===== config.mk =====
export PLATFORM = sky130hd
export DESIGN_NAME = pio_cfg
export DESIGN_NICKNAME = d
export VERILOG_FILES = /design/src/core/pio_cfg_pkg.sv /design/src/core/capture_if.sv /design/src/core/pin_sync.sv /design/src/core/strobe_capture.sv /design/src/core/pio_cfg.sv
export SDC_FILE = /design/constraint.sdc
export NUM_CORES = 1
export LEC_CHECK = 0
export BUFFER_PORTS_ARGS = -buffer_cell sky130_fd_sc_hd__buf_2
export CAP_MARGIN = 40
export CORE_MARGIN = 4
export CORE_UTILIZATION = 30
export DETAILED_ROUTE_END_ITERATION = 6
export SYNTH_ARGS = -nofsm -noshare
export SYNTH_HDL_FRONTEND = slang
export SYNTH_SLANG_ARGS = --single-unit

===== constraint.sdc =====
create_clock -name clock -period 5.75 [get_ports clock]
set_input_delay 1.15 -clock clock [delete_from_list [all_inputs] [get_ports clock]]
set_output_delay 1.15 -clock clock [all_outputs]
set_load 0.1 [all_outputs]

===== src/core/pio_cfg_pkg.sv =====
// Constants shared by the parallel port configuration block and its helpers.
// Assumes one 250 MHz clock domain and an 8-bit register port.
package pio_cfg_pkg;

  ////////////////////////////////////////////////////////////////////////////
  // Port geometry.
  localparam int PORT_W      = 8;
  localparam int NIB_W       = 4;
  localparam int MAX_PORTS   = 12;
  localparam int PORTS_SMALL = 3;
  localparam int PORTS_LARGE = 12;
  localparam int LINES       = MAX_PORTS * PORT_W;
  localparam int GROUP       = 3;
  localparam int C_SLOT      = 2;
  localparam int SYNC_W      = LINES + 3;
  localparam int SYNC_STROBE = LINES;
  localparam int SYNC_XCLK   = LINES + 1;
  localparam int SYNC_XTRIG  = LINES + 2;

  ////////////////////////////////////////////////////////////////////////////
  // Register port and map.
  localparam int ADDR_W = 8;
  localparam int DATA_W = 8;
  localparam int IDX_W  = 4;

  localparam logic [3:0] PAGE_SETUP = 4'h0;
  localparam logic [3:0] PAGE_OUT   = 4'h1;
  localparam logic [3:0] PAGE_IN    = 4'h2;

  localparam logic [ADDR_W-1:0] EDGE_ADDR   = 8'h0c;
  localparam logic [ADDR_W-1:0] STATUS_ADDR = 8'h30;
  localparam logic [ADDR_W-1:0] COUNT_ADDR  = 8'h31;

  ////////////////////////////////////////////////////////////////////////////
  // Setup value fields.
  localparam int DIR_BIT    = 0;
  localparam int LO_DIR_BIT = 0;
  localparam int HI_DIR_BIT = 1;
  localparam int NIB_FMT_BIT = 2;
  localparam int MODE_LSB   = 1;
  localparam int MODE_MSB   = 2;

  localparam logic [1:0] MODE_BASIC   = 2'b00;
  localparam logic [1:0] MODE_STROBED = 2'b01;

  localparam logic DIR_OUTPUT = 1'b0;
  localparam logic DIR_INPUT  = 1'b1;

  ////////////////////////////////////////////////////////////////////////////
  // Edge select and status fields.
  localparam int EDGE_FALL_BIT = 0;
  localparam int ST_STROBED    = 0;
  localparam int ST_WIDE       = 1;
  localparam int ST_XCLK       = 2;
  localparam int ST_XTRIG      = 3;
  localparam int ST_FALLING    = 4;
  localparam int ST_OVERRUN    = 5;

  ////////////////////////////////////////////////////////////////////////////
  // Reset values.
  localparam logic [DATA_W-1:0] SETUP_RESET = 8'h01;
  localparam logic [PORT_W-1:0] OUT_RESET   = 8'h00;
  localparam logic [DATA_W-1:0] ZERO_DATA   = 8'h00;
  localparam logic [DATA_W-1:0] COUNT_ONE   = 8'h01;

endpackage


===== src/core/capture_if.sv =====
// Carrier between the configuration core and the strobe capture unit.
// Assumes both ends run on the same clock.
`timescale 1ns/1ns
interface capture_if;
  import pio_cfg_pkg::*;

  logic              strobe_sync;
  logic              edge_falling;
  logic              arm;
  logic [LINES-1:0]  data_sync;
  logic [LINES-1:0]  held;
  logic              captured;

  modport ctrl (
    output strobe_sync,
    output edge_falling,
    output arm,
    output data_sync,
    input  held,
    input  captured
  );

  modport cap (
    input  strobe_sync,
    input  edge_falling,
    input  arm,
    input  data_sync,
    output held,
    output captured
  );
endinterface


===== src/core/pin_sync.sv =====
// Two-stage synchroniser bank for asynchronous pins.
// Assumes the first stage is read only by the second.
`timescale 1ns/1ns
module pin_sync
  import pio_cfg_pkg::*;
#(
  parameter int W = SYNC_W
) (
  input  wire logic         clock,
  input  wire logic         reset,
  input  wire logic         ce,
  input  wire logic [W-1:0] async_in,
  output logic      [W-1:0] sync_out
);

  logic [W-1:0] meta_q;
  logic [W-1:0] sync_q;

  always_ff @(posedge clock) begin
    if (reset) begin
      meta_q <= '0;
      sync_q <= '0;
    end else if (ce) begin
      meta_q <= async_in;
      sync_q <= meta_q;
    end
  end

  assign sync_out = sync_q;

endmodule


===== src/core/strobe_capture.sv =====
// Strobe edge detector and input capture register.
// Assumes strobe and data have already been synchronised.
`timescale 1ns/1ns
module strobe_capture
  import pio_cfg_pkg::*;
(
  input  wire logic clock,
  input  wire logic reset,
  input  wire logic ce,
  capture_if.cap    cap
);

  logic             prev_q;
  logic [LINES-1:0] held_q;
  logic             captured_q;
  logic             active_edge;

  always_comb begin
    if (cap.edge_falling) begin
      active_edge = prev_q & ~cap.strobe_sync;
    end else begin
      active_edge = ~prev_q & cap.strobe_sync;
    end
  end

  always_ff @(posedge clock) begin
    if (reset) begin
      prev_q <= 1'b0;
    end else if (ce) begin
      prev_q <= cap.strobe_sync;
    end
  end

  // The held value changes only on an active edge while armed.
  always_ff @(posedge clock) begin
    if (reset) begin
      held_q     <= '0;
      captured_q <= 1'b0;
    end else if (ce) begin
      captured_q <= cap.arm & active_edge;
      if (cap.arm && active_edge) begin
        held_q <= cap.data_sync; // RL4 RL5 RL16
      end
    end
  end

  assign cap.held     = held_q;
  assign cap.captured = captured_q;

endmodule


===== src/core/pio_cfg.sv =====
// Parallel port direction and mode configuration, top level.
// Assumes a plain register port on the block clock and asynchronous pins.
//
// Function
// RL1: Reset leaves every port basic-mode input.
// RL2: Each port independently input or output.
// RL3: Basic mode: outputs latched, inputs read live.
// RL4: Strobed mode: inputs read captured strobe value.
// RL5: Capture edge rising by default, selectable.
// RL6: One input mode shared by all ports.
// RL7: Mode setups accepted on first two ports.
// RL8: Mode field 00 basic, 01 strobed.
// RL9: Direction bit 0 output, 1 input.
// RL10: Third port splits direction per nibble.
// RL11: Whole-port setup 1 input, 0 output.
// RL12: Strobed mode only on small variant.
// RL13: External clock and trigger fixed inputs.
// RL14: Output latches reset to zero.
// RL15: Three or twelve ports per variant.
// RL16: Captured value holds until next edge.
// RL17: Far side gives clean strobe, stable data.
//
// Implementation choices: the register addresses and strobed register access.
`timescale 1ns/1ns
module pio_cfg
  import pio_cfg_pkg::*;
#(
  parameter bit wide_variant = 1'b0
) (
  input  wire logic              clock,
  input  wire logic              reset,
  input  wire logic              ce,
  input  wire logic [ADDR_W-1:0] addr,
  input  wire logic [DATA_W-1:0] wdata,
  input  wire logic              wr,
  input  wire logic              rd,
  output logic      [DATA_W-1:0] rdata,
  input  wire logic [LINES-1:0]  port_in,
  output logic      [LINES-1:0]  port_out,
  output logic      [LINES-1:0]  port_oe,
  input  wire logic              strobe_in,
  input  wire logic              ext_clock_in,
  input  wire logic              ext_trigger_in
);

  ////////////////////////////////////////////////////////////////////////////
  // Address decoding helpers.

  localparam int ACTIVE_PORTS = wide_variant ? PORTS_LARGE : PORTS_SMALL; // RL15

  function automatic logic port_hit(input logic [ADDR_W-1:0] a,
                                    input logic [3:0]        page);
    port_hit = (a[ADDR_W-1:IDX_W] == page) && (int'(a[IDX_W-1:0]) < ACTIVE_PORTS);
  endfunction

  function automatic logic is_c_slot(input logic [IDX_W-1:0] idx);
    is_c_slot = (int'(idx) % GROUP) == C_SLOT;
  endfunction

  // Lowest line of a port's byte in the flat line vectors.
  function automatic int port_base(input logic [IDX_W-1:0] idx);
    port_base = int'(idx) * PORT_W;
  endfunction

  // Single-register address match.
  function automatic logic reg_hit(input logic [ADDR_W-1:0] a,
                                   input logic [ADDR_W-1:0] target);
    reg_hit = (a == target);
  endfunction

  // Output lines read back their latch, input lines their sampled value.
  function automatic logic [PORT_W-1:0] mix_in(input logic [PORT_W-1:0] outv,
                                               input logic [PORT_W-1:0] oev,
                                               input logic [PORT_W-1:0] inv);
    mix_in = (outv & oev) | (inv & ~oev);
  endfunction

  ////////////////////////////////////////////////////////////////////////////
  // Pin synchronisation and strobe capture.

  // Port lines, strobe and the two fixed inputs share one synchroniser bank, so
  // every pin reaches the logic with the same two-cycle delay.
  logic [SYNC_W-1:0] sync_w;
  logic [LINES-1:0]  in_live;

  pin_sync #(
    .W (SYNC_W)
  ) u_sync (
    .clock    (clock),
    .reset    (reset),
    .ce       (ce),
    .async_in ({ext_trigger_in, ext_clock_in, strobe_in, port_in}),
    .sync_out (sync_w)
  );

  assign in_live = sync_w[LINES-1:0];

  capture_if cap_bus ();

  logic strobed_q;
  logic edge_fall_q;

  assign cap_bus.strobe_sync  = sync_w[SYNC_STROBE];
  assign cap_bus.edge_falling = edge_fall_q;
  assign cap_bus.arm          = strobed_q;
  assign cap_bus.data_sync    = in_live;

  strobe_capture u_capture (
    .clock (clock),
    .reset (reset),
    .ce    (ce),
    .cap   (cap_bus.cap)
  );

  ////////////////////////////////////////////////////////////////////////////
  // Setup write decoding.

  logic [IDX_W-1:0] widx;
  logic             setup_wr;
  logic             c_port;
  logic             lo_dir;
  logic             hi_dir;
  logic [1:0]       mode_field;
  logic             mode_wr;

  assign widx       = addr[IDX_W-1:0];
  assign setup_wr   = wr && port_hit(addr, PAGE_SETUP);
  assign c_port     = is_c_slot(widx);
  assign mode_field = wdata[MODE_MSB:MODE_LSB];

  always_comb begin
    if (c_port && wdata[NIB_FMT_BIT]) begin
      lo_dir = wdata[LO_DIR_BIT]; // RL10
      hi_dir = wdata[HI_DIR_BIT]; // RL10
    end else begin
      lo_dir = wdata[DIR_BIT]; // RL9 RL11
      hi_dir = wdata[DIR_BIT]; // RL9 RL11
    end
  end

  // Only input setups of the first two ports carry a mode. The wide variant has no
  // strobed mode, so its mode bits are dropped, the capture is never armed and every input stays live.
  assign mode_wr = setup_wr && !c_port && !wide_variant // RL7 RL12
                   && (wdata[DIR_BIT] == DIR_INPUT);

  ////////////////////////////////////////////////////////////////////////////
  // Direction and setup storage.

  logic [LINES-1:0]  oe_q;
  logic [DATA_W-1:0] setup_q [MAX_PORTS];

  always_ff @(posedge clock) begin
    if (reset) begin
      oe_q <= '0; // RL1
    end else if (ce && setup_wr) begin
      oe_q[port_base(widx) +: NIB_W]         <= {NIB_W{lo_dir == DIR_OUTPUT}}; // RL2 RL9
      oe_q[port_base(widx) + NIB_W +: NIB_W] <= {NIB_W{hi_dir == DIR_OUTPUT}}; // RL2 RL10
    end
  end

  always_ff @(posedge clock) begin
    if (reset) begin
      for (int i = 0; i < MAX_PORTS; i++) begin
        setup_q[i] <= SETUP_RESET; // RL1
      end
    end else if (ce && setup_wr) begin
      // The raw byte is kept, so readback shows mode bits even when they were dropped.
      setup_q[widx] <= wdata;
    end
  end

  ////////////////////////////////////////////////////////////////////////////
  // Shared input mode and strobe edge.

  always_ff @(posedge clock) begin
    if (reset) begin
      strobed_q <= 1'b0; // RL1
    end else if (ce && mode_wr) begin
      if (mode_field == MODE_STROBED) begin
        strobed_q <= 1'b1; // RL6 RL8
      end else if (mode_field == MODE_BASIC) begin
        strobed_q <= 1'b0; // RL6 RL8
      end
    end
  end

  always_ff @(posedge clock) begin
    if (reset) begin
      edge_fall_q <= 1'b0; // RL5
    end else if (ce && wr && reg_hit(addr, EDGE_ADDR)) begin
      edge_fall_q <= wdata[EDGE_FALL_BIT]; // RL5
    end
  end

  ////////////////////////////////////////////////////////////////////////////
  // Output latches.

  logic [LINES-1:0] out_q;
  logic             out_wr;

  assign out_wr = wr && port_hit(addr, PAGE_OUT);

  // Latches keep their value whatever the direction, so a port turned to output
  // drives the last value written to it.
  always_ff @(posedge clock) begin
    if (reset) begin
      out_q <= '0; // RL14
    end else if (ce && out_wr) begin
      out_q[port_base(widx) +: PORT_W] <= wdata; // RL3
    end
  end

  assign port_out = out_q;
  assign port_oe  = oe_q;

  ////////////////////////////////////////////////////////////////////////////
  // Capture bookkeeping: count and overrun.

  logic             in_rd;
  logic             overrun_q;
  logic             pending_q;
  logic [DATA_W-1:0] count_q;

  assign in_rd = rd && port_hit(addr, PAGE_IN);

  // A second capture before the port is read marks an overrun, so software can tell
  // that one strobed value was lost.
  // A capture in the same cycle as the read wins over the clear.
  always_ff @(posedge clock) begin
    if (reset) begin
      pending_q <= 1'b0;
      overrun_q <= 1'b0;
    end else if (ce) begin
      if (cap_bus.captured) begin
        pending_q <= 1'b1;
        if (pending_q && !in_rd) begin
          overrun_q <= 1'b1;
        end
      end else if (in_rd) begin
        pending_q <= 1'b0;
      end
      if (rd && reg_hit(addr, STATUS_ADDR) && !(cap_bus.captured && pending_q && !in_rd)) begin
        overrun_q <= 1'b0;
      end
    end
  end

  always_ff @(posedge clock) begin
    if (reset) begin
      count_q <= ZERO_DATA;
    end else if (ce && cap_bus.captured) begin
      count_q <= count_q + COUNT_ONE;
    end
  end

  ////////////////////////////////////////////////////////////////////////////
  // Read path.

  logic [DATA_W-1:0] rd_d;
  logic [DATA_W-1:0] rdata_q;
  logic [PORT_W-1:0] in_view;
  logic [PORT_W-1:0] oe_view;
  logic [PORT_W-1:0] out_view;

  always_comb begin
    oe_view  = oe_q[port_base(widx) +: PORT_W];
    out_view = out_q[port_base(widx) +: PORT_W];
    if (strobed_q) begin
      in_view = cap_bus.held[port_base(widx) +: PORT_W]; // RL4 RL16
    end else begin
      in_view = in_live[port_base(widx) +: PORT_W]; // RL3
    end
  end

  always_comb begin
    rd_d = ZERO_DATA;
    if (port_hit(addr, PAGE_SETUP)) begin
      rd_d = setup_q[widx];
    end else if (port_hit(addr, PAGE_OUT)) begin
      rd_d = out_view;
    end else if (port_hit(addr, PAGE_IN)) begin
      rd_d = mix_in(out_view, oe_view, in_view);
    end else if (reg_hit(addr, EDGE_ADDR)) begin
      rd_d[EDGE_FALL_BIT] = edge_fall_q;
    end else if (reg_hit(addr, STATUS_ADDR)) begin
      rd_d[ST_STROBED] = strobed_q;
      rd_d[ST_WIDE]    = wide_variant;
      // The fixed inputs have no direction bit anywhere in the map.
      rd_d[ST_XCLK]    = sync_w[SYNC_XCLK];  // RL13
      rd_d[ST_XTRIG]   = sync_w[SYNC_XTRIG]; // RL13
      rd_d[ST_FALLING] = edge_fall_q;
      rd_d[ST_OVERRUN] = overrun_q;
    end else if (reg_hit(addr, COUNT_ADDR)) begin
      rd_d = count_q;
    end
  end

  // Read data is registered, so it stands from the edge after the strobe until
  // the next read is taken.
  always_ff @(posedge clock) begin
    if (reset) begin
      rdata_q <= ZERO_DATA;
    end else if (ce && rd) begin
      rdata_q <= rd_d;
    end
  end

  assign rdata = rdata_q;

endmodule


==> impl_metrics.tcl, run 1 <==
set metrics [dict create \
    hpwl_after_dpl_um 39800 \
    vdd_drop_max_v 0.000202 \
    power.total_mw 6.82 \
    global_route.overflow_total 0 \
    outcome "complete, no violations" \
    grt_max_degree 164 \
    drt-pass1-iter-count 5 \
    ys_types 79 \
    worst_setup_path_end_kind "flop" \
    cts_htree_levels 2 \
    grt_usage_pct 16.2 \
    cts-buffers-inserted 49 \
    global_placement_routability_congestion 0.892 \
    drive_gt1_share_pct 24.1 \
    finalWorstPathRequiredPeriod_ns 4.30 \
    cts_tree "built" \
    most_used_cells_in_the_layout_excluding_fill_and_tap_cells "sky130_fd_sc_hd__dfxtp_1 (399), sky130_fd_sc_hd__buf_2 (303), sky130_fd_sc_hd__nand2_1 (255), sky130_fd_sc_hd__nor2_1 (213), sky130_fd_sc_hd__mux2i_1 (193)" \
    relative_area_change_from_synthesis_to_final_layout_pct 17.6 \
    setup-tns-final_ns 0 \
    cts_max_path_buffers 3 \
    postRouteWirelength_um 56500 \
    ys_seq_elements 432 \
    hold_buffers 0 \
    post_cts.repair.setup_buffers 0 \
    worstSetupStartpointType "input port" \
    longest_individual_stage_delay_on_the_worst_path_ns 0.59 \
    first_global_vias 14593 \
    synth.cell_area_um2 19100 \
    crit_buf_inv 2 \
    report.final.hold_viol_count 0 \
    slew_violations 0 \
    drt-wirelength-per-cell_um 18.9 \
    post_synth_edffs 32 \
    syn_inst 1944 \
    finalNetCount 2240 \
    start_util_pct 30.3 \
    setup_viol 0 \
    timing.critical_path.max_delay_family "simple AND/OR/NAND/NOR gates" \
    drt.antenna.violating_nets 0 \
    row_count 92 \
    worst_clock_skew_ns 0.0138 \
    critPathSlowestCell "sky130_fd_sc_hd__nor4_1" \
    x_dimension_of_the_die_um 260 \
    worstPathRequired_ns 6.20 \
    ioPinCount 320 \
    antenna_violations_before_repair 6 \
    final_core_utilization_pct 35.6 \
    maxCapViolations 0 \
    cts_resized 0 \
    vias_cell 4.93 \
    timing.fmax_mhz 232 \
    p_per_area_nw_per_um2 303 \
    drc 0 \
    path_max_fanout 9 \
    post_synth.cell_area_avg_um2 9.83 \
    data_arrival_critical_path_ns 4.75 \
    setup_repair_after_global_routing_missed_its_margin "false" \
    commonest_non_fill_non_tap_cell_in_the_layout "sky130_fd_sc_hd__dfxtp_1" \
    path_cells "buf_2 -> inv_2 -> nor2_1 -> ha_1 -> nand2b_1 -> a21oi_1 -> xnor2_1 -> ha_1 -> or3b_2 -> a211oi_1 -> o2bb2ai_1 -> o31ai_1 -> a41oi_1 -> nor4_1 -> o31ai_1" \
    via_count 14772 \
    core_ar_um2 63100 \
    relative_slew_margins_pct 42.7 \
    cts-root-buf "sky130_fd_sc_hd__clkbuf_16" \
    fp.dieH_um 260 \
    min_period_over_period_pct 74.8 \
    dieArea_um2 67800 \
    grt_first_pass_wirelength_um 86400 \
    drt-initial-drc-count 1024 \
    hold_path_class "reg2reg" \
    synthesis.yosys.warnings 0 \
    async_reset_ff_share_pct 0 \
    port_buffers 307 \
    ys_dominant_reg_cell "sky130_fd_sc_hd__dfxtp_1" \
    max_slew.worst_pin.slew_ns 0.859 \
    seq_area_frac_synth_pct 46.9 \
    later_pin_clock_latency_in_the_skew_report_ns 0.58 \
    criticalPathCategory "in2reg" \
    path_clk_slew_ns 0.06 \
    total_leakage_power_nw 9.15 \
    cts_num_sinks 432 \
]
metrics by stage:
| stage | setup slack (ns) | hold slack [ns] | std cells | area, um2 |
|---|---|---|---|---|
| 2_1_floorplan | 1.21 | 0.433 | 1950 | 19100 |
| 4_1_cts | 1.53 | 0.454 | 2992 | 22500 |
| 3_3_place_gp | 0.860 | 0.438 | 2902 | 20700 |
| 6_report | 1.45 | 0.449 | 2995 | 22500 |
| 3_5_place_dp | 0.900 | 0.446 | 2905 | 20800 |
| 5_1_grt | 1.20 | 0.476 | 2992 | 22500 |
path summary, 6_finish.rpt:
path | start | end | slack, ns | depth (start not counted)
setup / recovery | addr[2] | port_oe[7] | 1.45 | 15
setup reg to reg | cap_bus.arm | rdata[5] | 3.00 | 7
hold / removal | u_capture.cap.held[52] | u_capture.cap.held[52] | 0.45 | 2
hold reg to reg | u_capture.cap.held[52] | u_capture.cap.held[52] | 0.45 | 2
cell type report:
| class | instances | area, um2 |
|---|---|---|
| diodes | 3 | 7.51 |
| clock buffers | 74 | 1470 |
| clock inverters | 13 | 178 |
| fillers | 6365 | 40600 |
| inverters | 16 | 60.1 |
| multi-input cells | 1280 | 8920 |
| flip-flops and latches | 432 | 8970 |
| well taps | 846 | 1060 |
| repair buffers | 331 | 1800 |
sequential cells by signal, summed over array words and instances (netlist names):
register	flops
overrun_q	1
u_capture.cap.held	84
port_oe	24
u_capture.cap.captured	1
setup_q	32
count_q	8
u_capture.prev_q	1
u_sync.sync_out	87
rdata	8
cap_bus.arm	1
pending_q	1
port_out	96
cap_bus.edge_falling	1
u_sync.meta_q	87
metal layers:
metal / global-route usage [%] / routed length [um] / vias up
li1: - / - / 7009
met2: 26.4 / 26400 / 445
met5: 0 / 46 / -
met3: 2.98 / 3380 / 97
met4: 5.98 / 1900 / 8
met1: 21.4 / 24700 / 7213
synth_stat cells, drive strengths merged, types with 3 or more instances:
cell type | n | area share, %
dfxtp | 400 | 42
nand2 | 257 | 5.1
nor2 | 219 | 4.5
mux2i | 193 | 10
a21oi | 161 | 4.2
buf | 131 | 4.5
clkbuf | 91 | 1.8
mux4 | 83 | 9.8
nor2b | 69 | 2.3
nand3 | 67 | 1.8
o21ai | 33 | 0.86
edfxtp | 32 | 5.0
and2 | 24 | 0.79
nand2b | 22 | 0.72
inv | 15 | 0.29
a211oi | 11 | 0.43
and3 | 10 | 0.33
ha | 10 | 0.65
nor3 | 10 | 0.31
o22ai | 7 | 0.23
a221oi | 6 | 0.27
nand3b | 6 | 0.24
xnor2 | 6 | 0.27
xor2 | 6 | 0.27
a31oi | 5 | 0.16
nor3b | 5 | 0.22
o31ai | 5 | 0.22
a221o | 4 | 0.21
or3 | 4 | 0.13
a22oi | 3 | 0.12
a32oi | 3 | 0.14
nand4 | 3 | 0.098
nand4b | 3 | 0.14
nor4 | 3 | 0.098
or4 | 3 | 0.16
where the power goes:
part	switching, mW	internal, mW	leakage (nW)
sequential	0.0456	3.10	3.55
combinational	0.286	0.186	4.78
clock	1.26	1.94	0.816
total	1.59	5.23	9.15
kinds of logic after synthesis:
kind of cell,count (synthesis),share of synthesized area [%]
simple gates,713,17.3
flops,432,46.9
mux,277,19.9
compound gates,260,7.95
buf+inv,238,6.60
xor+xnor,12,0.550
fa+ha+maj,10,0.655
other cells,2,0.0393
worst register-to-register path, stage by stage, from the launching register on:
cell and delay [ns]:
sky130_fd_sc_hd__dfxtp_2 0.58, sky130_fd_sc_hd__buf_12 0.24, sky130_fd_sc_hd__buf_4 0.32, sky130_fd_sc_hd__mux4_2 0.42, sky130_fd_sc_hd__mux4_2 0.55, sky130_fd_sc_hd__a21oi_1 0.19, sky130_fd_sc_hd__o21ai_1 0.09, sky130_fd_sc_hd__a32o_1 0.25
No activity file was read; power rests on OpenSTA's default activity.
==> inputs of run 2 (changes only) <==
--- a/config.mk
+++ b/config.mk
@@ -5,6 +5,7 @@
 export SDC_FILE = /design/constraint.sdc
 export NUM_CORES = 1
 export LEC_CHECK = 0
+export ABC_AREA = 1
 export BUFFER_PORTS_ARGS = -buffer_cell sky130_fd_sc_hd__buf_2
 export CAP_MARGIN = 40
 export CORE_MARGIN = 4
==> constraint.sdc (replaced) <==
create_clock -name clock -period 3.5 [get_ports clock]
set_input_delay 0.7 -clock clock [delete_from_list [all_inputs] [get_ports clock]]
set_output_delay 0.7 -clock clock [all_outputs]
set_load 0.1 [all_outputs]
==> run 2 against run 1 <==
Routed wire length up 24%. Worst setup slack got worse by 0.60 ns. Critical endpoint is now port_oe[23]. Area after synthesis rose by 8.9%. First-iteration DRC count up 54%. Register-to-register slack lost 2.0 ns. Clock skew is 0.016 ns higher. Largest cell class unchanged. Highest routed layer unchanged. Sequential share of layout area is 1.6 points higher. Flip-flop and latch count is 48 higher. Worst hold slack lost 0.14 ns.
==> impl_metrics.tcl, run 2 <==
set metrics [dict create \
    finalWorstPathRequiredPeriod_ns 2.66 \
    relative_area_change_from_synthesis_to_final_layout_pct 19.1 \
    setup-tns-final_ns 0 \
    p_per_area_nw_per_um2 502 \
    cts_num_sinks 480 \
    later_pin_clock_latency_in_the_skew_report_ns 0.61 \
    drc 0 \
    ys_seq_elements 480 \
    data_arrival_critical_path_ns 3.14 \
    worst_clock_skew_ns 0.0302 \
    antenna_violations_before_repair 5 \
    seq_area_frac_synth_pct 49.5 \
    via_count 18714 \
    synth_largest_type_area_fraction_pct 39.6 \
    worstSetupStartpointType "input port" \
    most_used_cells_in_the_layout_excluding_fill_and_tap_cells "sky130_fd_sc_hd__nor2_1 (480), sky130_fd_sc_hd__o21ai_0 (455), sky130_fd_sc_hd__dfxtp_1 (411), sky130_fd_sc_hd__buf_2 (308), sky130_fd_sc_hd__a21oi_1 (243)" \
    hpwl_after_dpl_um 49000 \
    commonest_non_fill_non_tap_cell_in_the_layout "sky130_fd_sc_hd__nor2_1" \
    postRouteWirelength_um 70000 \
    synth.cell_area_um2 20800 \
    final.fill_count 7353 \
    synth_area_leaders "sky130_fd_sc_hd__dfxtp_1 (40%), sky130_fd_sc_hd__o21ai_0 (11%), sky130_fd_sc_hd__edfxtp_1 (9.8%)" \
    slew_violations 0 \
    hold_buffers 0 \
    fp.dieH_um 271 \
    largest_register_ff_count 96 \
    cts_tree "built" \
    grt_max_degree 170 \
    post_synth.cell_area_avg_um2 7.78 \
    total_leakage_power_nw 10.3 \
    final_std_cells_w_o_fill 3848 \
    timing.fmax_mhz 376 \
    yosysTopAreaCell "sky130_fd_sc_hd__dfxtp_1" \
    finalNetCount 3009 \
    cts-buffers-inserted 52 \
    start_util_pct 30.3 \
    async_reset_ff_share_pct 0 \
    vdd_drop_max_v 0.000372 \
    drt-pass1-iter-count 5 \
    path_clk_slew_ns 0.06 \
    global_route.overflow_total 0 \
    core_ar_um2 68700 \
    x_dimension_of_the_die_um 271 \
    worstPathRequired_ns 3.98 \
    row_count 96 \
    relative_slew_margins_pct 53.3 \
    ioPinCount 320 \
    drt.antenna.violating_nets 0 \
    max_slew.worst_pin.slew_ns 0.701 \
    vias_cell 4.86 \
    criticalPathCategory "in2reg" \
    syn_inst 2673 \
    post_cts.repair.setup_buffers 0 \
    post_synth_edffs 68 \
    multi_input_area_um2 8410 \
    synthesis.yosys.warnings 0 \
    placedCellCount 3756 \
    cts-root-buf "sky130_fd_sc_hd__clkbuf_16" \
    global_placement_routability_congestion 0.890 \
    setup_viol 0 \
    post-synth-top-count-cell "sky130_fd_sc_hd__nor2_1" \
    drt-wirelength-per-cell_um 18.2 \
    cts_resized 0 \
    setup_repair_after_global_routing_missed_its_margin "false" \
    report.final.hold_viol_count 0 \
    hold_path_class "in2reg" \
    grt_first_pass_wirelength_um 104000 \
    min_period_over_period_pct 76.0 \
    worst_setup_path_end_kind "flop" \
    cts_max_path_buffers 3 \
    synthTopCellsByCount "sky130_fd_sc_hd__nor2_1 (482), sky130_fd_sc_hd__o21ai_0 (455), sky130_fd_sc_hd__dfxtp_1 (412)" \
    port_buffers 311 \
    outcome "complete, no violations" \
    ys_types 50 \
    dieArea_um2 73600 \
    first_global_vias 17157 \
    ys_dominant_reg_cell "sky130_fd_sc_hd__dfxtp_1" \
    drive_gt1_share_pct 17.6 \
    layout.area.seq_um2 10300 \
    maxCapViolations 0 \
    cts_htree_levels 2 \
    grt_usage_pct 18.0 \
    drt-initial-drc-count 1580 \
    path_max_fanout 8 \
]
-- run 2: changes by cell type in the layout (fill, tap and decap cells not counted), moves of 38 or more --
cell,previous run,this run
sky130_fd_sc_hd__inv_1,13,239
sky130_fd_sc_hd__mux2i_1,193,0
sky130_fd_sc_hd__buf_4,21,61
sky130_fd_sc_hd__mux4_2,83,0
sky130_fd_sc_hd__nor2_1,213,480
sky130_fd_sc_hd__o21ai_0,25,455
sky130_fd_sc_hd__nand2_1,255,177
sky130_fd_sc_hd__nor2b_1,69,0
sky130_fd_sc_hd__a21oi_1,161,243
sky130_fd_sc_hd__a22oi_1,3,41
-- run 2: kinds of logic after synthesis --
group | synth area share, %
AO/OA/AOI/OAI | 22.8
adder cells (fa/ha/maj) | 0.601
buffers and inverters | 11.0
flip-flops | 49.5
other | 0.0361
AND/OR/NAND/NOR | 16.1
-- run 2: where the power goes --
part | internal (mW) | switching (mW)
logic | 0.308 | 0.710
registers | 5.79 | 0.103
clock network | 3.19 | 2.33
-- run 2: final timing paths --
kind,depth (start not counted),end,from,slack (ns)
worst min register to register,2,port_out[54],port_out[54],0.44
worst min-delay path,3,u_sync.meta_q[14],port_in[14],0.31
worst max-delay path,20,port_oe[23],addr[3],0.84
worst max register to register,11,rdata[1],cap_bus.arm,0.96
-- run 2: stage by stage --
step	util, %	power, mW	setup slack, ns	hold slack (ns)	area, um2
2_1_floorplan	-	6.59	0.204	0.420	21000
3_3_place_gp	33.5	7.02	0.251	0.423	23000
3_5_place_dp	33.6	7.02	0.253	0.425	23100
4_1_cts	36.1	12.6	0.873	0.272	24800
5_1_grt	36.1	12.9	0.565	0.281	24800
6_report	36.1	12.4	0.842	0.307	24800
-- run 2: area by class of cell --
| type | count | area share [%] |
|---|---|---|
| clock buffers | 75 | 6.18 |
| multi-input cells | 1707 | 33.9 |
| diodes | 2 | 0.0202 |
| inverters | 259 | 3.97 |
| repair buffers | 379 | 8.91 |
| clock inverters | 15 | 0.772 |
| well taps | 931 | 4.70 |
| flip-flops and latches | 480 | 41.5 |
-- run 2: worst max-delay path, stage by stage --
cell	delay (ns)
sky130_fd_sc_hd__buf_2	0.17
sky130_fd_sc_hd__ha_1	0.31
sky130_fd_sc_hd__nand2_2	0.07
sky130_fd_sc_hd__nand2_2	0.11
sky130_fd_sc_hd__nand2_2	0.09
sky130_fd_sc_hd__nor2_4	0.09
sky130_fd_sc_hd__nand3_1	0.09
sky130_fd_sc_hd__nand2_1	0.11
sky130_fd_sc_hd__inv_1	0.04
sky130_fd_sc_hd__ha_1	0.20
sky130_fd_sc_hd__inv_1	0.12
sky130_fd_sc_hd__nand4_2	0.18
sky130_fd_sc_hd__nand3_1	0.16
sky130_fd_sc_hd__nand3_1	0.11
sky130_fd_sc_hd__nor2_2	0.15
sky130_fd_sc_hd__nand3_1	0.08
sky130_fd_sc_hd__nand2_1	0.07
sky130_fd_sc_hd__nand2_1	0.13
sky130_fd_sc_hd__nand3_1	0.11
sky130_fd_sc_hd__nand2_1	0.05
-- run 2: per-layer routing --
layer | vias to the layer above | GRT usage [%] | wire length, um
li1 | 9246 | - | -
met1 | 8729 | 23.6 | 30500
met2 | 629 | 30.2 | 32600
met3 | 106 | 3.82 | 4970
met4 | 4 | 4.98 | 1850
met5 | - | 0 | 27
==> inputs of run 3 (changes only) <==
--- a/config.mk
+++ b/config.mk
@@ -5,7 +5,7 @@
 export SDC_FILE = /design/constraint.sdc
 export NUM_CORES = 1
 export LEC_CHECK = 0
-export ABC_AREA = 1
+export ABC_AREA = 0
 export BUFFER_PORTS_ARGS = -buffer_cell sky130_fd_sc_hd__buf_2
 export CAP_MARGIN = 40
 export CORE_MARGIN = 4
==> constraint.sdc (replaced) <==
create_clock -name clock -period 2.3 [get_ports clock]
set_input_delay 0.46 -clock clock [delete_from_list [all_inputs] [get_ports clock]]
set_output_delay 0.46 -clock clock [all_outputs]
set_load 0.1 [all_outputs]
==> run 3 against run 2 <==
The run now ends with setup timing left. Final cell count shrank 18%. Worst hold slack lost 0.22 ns. Largest power group is now the clock network. Cell area shrank 1.9%. Combinational power grew 43%. Critical path depth shrank 6. First-iteration DRC count shrank 9.2%. Die area shrank 7.9%. Sequential power grew 34%. Global-route usage shrank 0.81 points. Clock power grew 45%. Routed wire length shrank 13%. Clock skew shrank 0.010 ns. Highest routed layer is now met4.
==> impl_metrics.tcl, run 3 (synthesized netlist as in run 1, its figures left out) <==
set metrics [dict create \
    timing.fmax_mhz 369 \
    cts_max_path_buffers 3 \
    via_count 15559 \
    grt_max_degree 133 \
    cts-root-buf "sky130_fd_sc_hd__clkbuf_16" \
    clkPwrFrac_pct 46.1 \
    internal_power_mw 13.2 \
    global_route.overflow_total 0 \
    relative_area_change_from_synthesis_to_final_layout_pct 27.2 \
    dieArea_um2 67800 \
    row_count 92 \
    largest_register_ff_count 96 \
    dpl_cell_area_um2 22000 \
    data_arrival_critical_path_ns 3.22 \
    finalWorstPathRequiredPeriod_ns 2.71 \
    longest_individual_stage_delay_on_the_worst_path_ns 0.48 \
    core_ar_um2 63100 \
    power.share.sequential_pct 45.4 \
    antenna_violations_before_repair 5 \
    drt.antenna.violating_nets 0 \
    later_pin_clock_latency_in_the_skew_report_ns 0.60 \
    cts-buffers-inserted 47 \
    drt-initial-drc-count 1435 \
    final_design_area_no_fill_um2 24300 \
    vias_cell 4.96 \
    final_std_cells_w_o_fill 3139 \
    path_max_fanout 4 \
    timing.hold.ws_ns 0.0909 \
    vdd_drop_max_v 0.000628 \
    violations "setup timing" \
    report.final.hold_viol_count 0 \
    dp_worst_setup_slack_ns -1.07 \
    hold_buffers 0 \
    critPathSlowestCell "sky130_fd_sc_hd__o41a_1" \
    commonest_non_fill_non_tap_cell_in_the_layout "sky130_fd_sc_hd__dfxtp_1" \
    worst_clock_skew_ns 0.0197 \
    x_dimension_of_the_die_um 260 \
    grt_first_pass_wirelength_um 91600 \
    placedCellCount 3030 \
    fp.dieH_um 260 \
    start_util_pct 30.3 \
    drc 0 \
    min_period_over_period_pct 118 \
    finalNetCount 2387 \
    slew_violations 0 \
    hpwl_after_dpl_um 43100 \
    final.fill_count 6233 \
    relative_slew_margins_pct 56.0 \
    total_leakage_power_nw 10.0 \
    global_placement_routability_congestion 0.858 \
    worstSetupStartpointType "input port" \
    sw_frac_of_total_pct 24.0 \
    drt-wirelength-per-cell_um 19.4 \
    drive_gt1_share_pct 32.4 \
    pwr-share-comb_pct 8.4 \
    maxCapViolations 0 \
    setup-tns-final_ns -1.48 \
    outcome "finished, violations left" \
    criticalPathCategory "in2reg" \
    cts_num_sinks 432 \
    first_global_vias 15418 \
    final_core_utilization_pct 38.6 \
    hold_path_class "in2reg" \
    p_per_area_nw_per_um2 713 \
    drt-pass1-iter-count 6 \
    postRouteWirelength_um 60800 \
    most_used_cells_in_the_layout_excluding_fill_and_tap_cells "sky130_fd_sc_hd__dfxtp_1 (389), sky130_fd_sc_hd__buf_2 (301), sky130_fd_sc_hd__nand2_1 (253), sky130_fd_sc_hd__nor2_1 (209), sky130_fd_sc_hd__mux2i_1 (191)" \
    timing.critical_path.max_delay_family "compound AO/OA/AOI/OAI gates" \
    path_cells "buf_8 -> buf_6 -> ha_4 -> nand2b_4 -> a21oi_4 -> xnor2_2 -> ha_2 -> or3b_4 -> a211oi_4 -> o2bb2ai_2 -> buf_4 -> a2bb2oi_4 -> o41a_1 -> o31ai_2" \
    cts_htree_levels 2 \
    port_buffers 307 \
    setup_repair_after_global_routing_missed_its_margin "true" \
    worst_setup_path_end_kind "flop" \
    power.total_mw 17.3 \
    cts_tree "built" \
    max_slew.worst_pin.slew_ns 0.659 \
    grt_usage_pct 17.2 \
    worstPathRequired_ns 2.81 \
    setup_viol 19 \
    path_clk_slew_ns 0.06 \
    worst_slack_ns -0.412 \
    ioPinCount 320 \
    crit_buf_inv 3 \
    netSwitchingPower_mw 4.16 \
]
-- run 3: worst register-to-register path, cell delays in order (launching register included) --
cell                       delay (ns)
sky130_fd_sc_hd__dfxtp_4         0.37
sky130_fd_sc_hd__buf_12          0.12
sky130_fd_sc_hd__buf_16          0.14
sky130_fd_sc_hd__mux4_2          0.53
sky130_fd_sc_hd__mux4_2          0.52
sky130_fd_sc_hd__nand2_2         0.11
sky130_fd_sc_hd__a21oi_1         0.08
sky130_fd_sc_hd__a211oi_2        0.15
sky130_fd_sc_hd__o21ai_1         0.09
-- run 3: layer usage --
layer | vias up | global-route usage, % | wire length [um] | part of all wire, %
li1 | 7322 | - | - | -
met1 | 7583 | 22.3 | 26000 | 43
met2 | 542 | 28.8 | 28900 | 48
met3 | 112 | 2.98 | 3740 | 6.2
met4 | 0 | 6.38 | 2120 | 3.5
met5 | - | 0 | 0 | 0
-- run 3: power by group through the flow --
stage	sequential (mW)	clock [mW]	combinational, mW
floorplan	8.00	0	0.888
global placement	8.03	0	1.35
detailed placement	8.04	0	1.36
CTS	7.87	8.17	1.43
global route	7.89	8.47	1.59
finish	7.87	8.00	1.46
-- run 3: area by class of cell --
class                   instances  area (um2)  share of cell area, %
clock buffers                  68        1390                   5.71
flip-flops and latches        432        8980                   36.9
diodes                          1        2.50                 0.0103
well taps                     846        1060                   4.35
clock inverters                16         262                   1.08
multi-input cells            1280        9350                   38.4
inverters                      16        72.6                  0.298
repair buffers                480        3200                   13.2
-- run 3: worst paths after layout --
| kind | start | end | slack (ns) | cells past startpoint |
|---|---|---|---|---|
| setup / recovery | addr[3] | port_oe[23] | -0.41 | 14 |
| hold / removal | port_in[68] | u_sync.meta_q[68] | 0.09 | 3 |
| setup reg to reg | cap_bus.arm | rdata[4] | 0.06 | 8 |
| hold reg to reg | u_capture.cap.held[29] | u_capture.cap.held[29] | 0.45 | 2 |
-- run 3: timing repair --
item | 4_1_cts | 5_1_grt
endpoints found under the setup margin | 76 | 92
cloned | 3 | 1
gates resized for setup | 30 | 52
pin swaps | 12 | 25
buffers inserted | 8 | 13
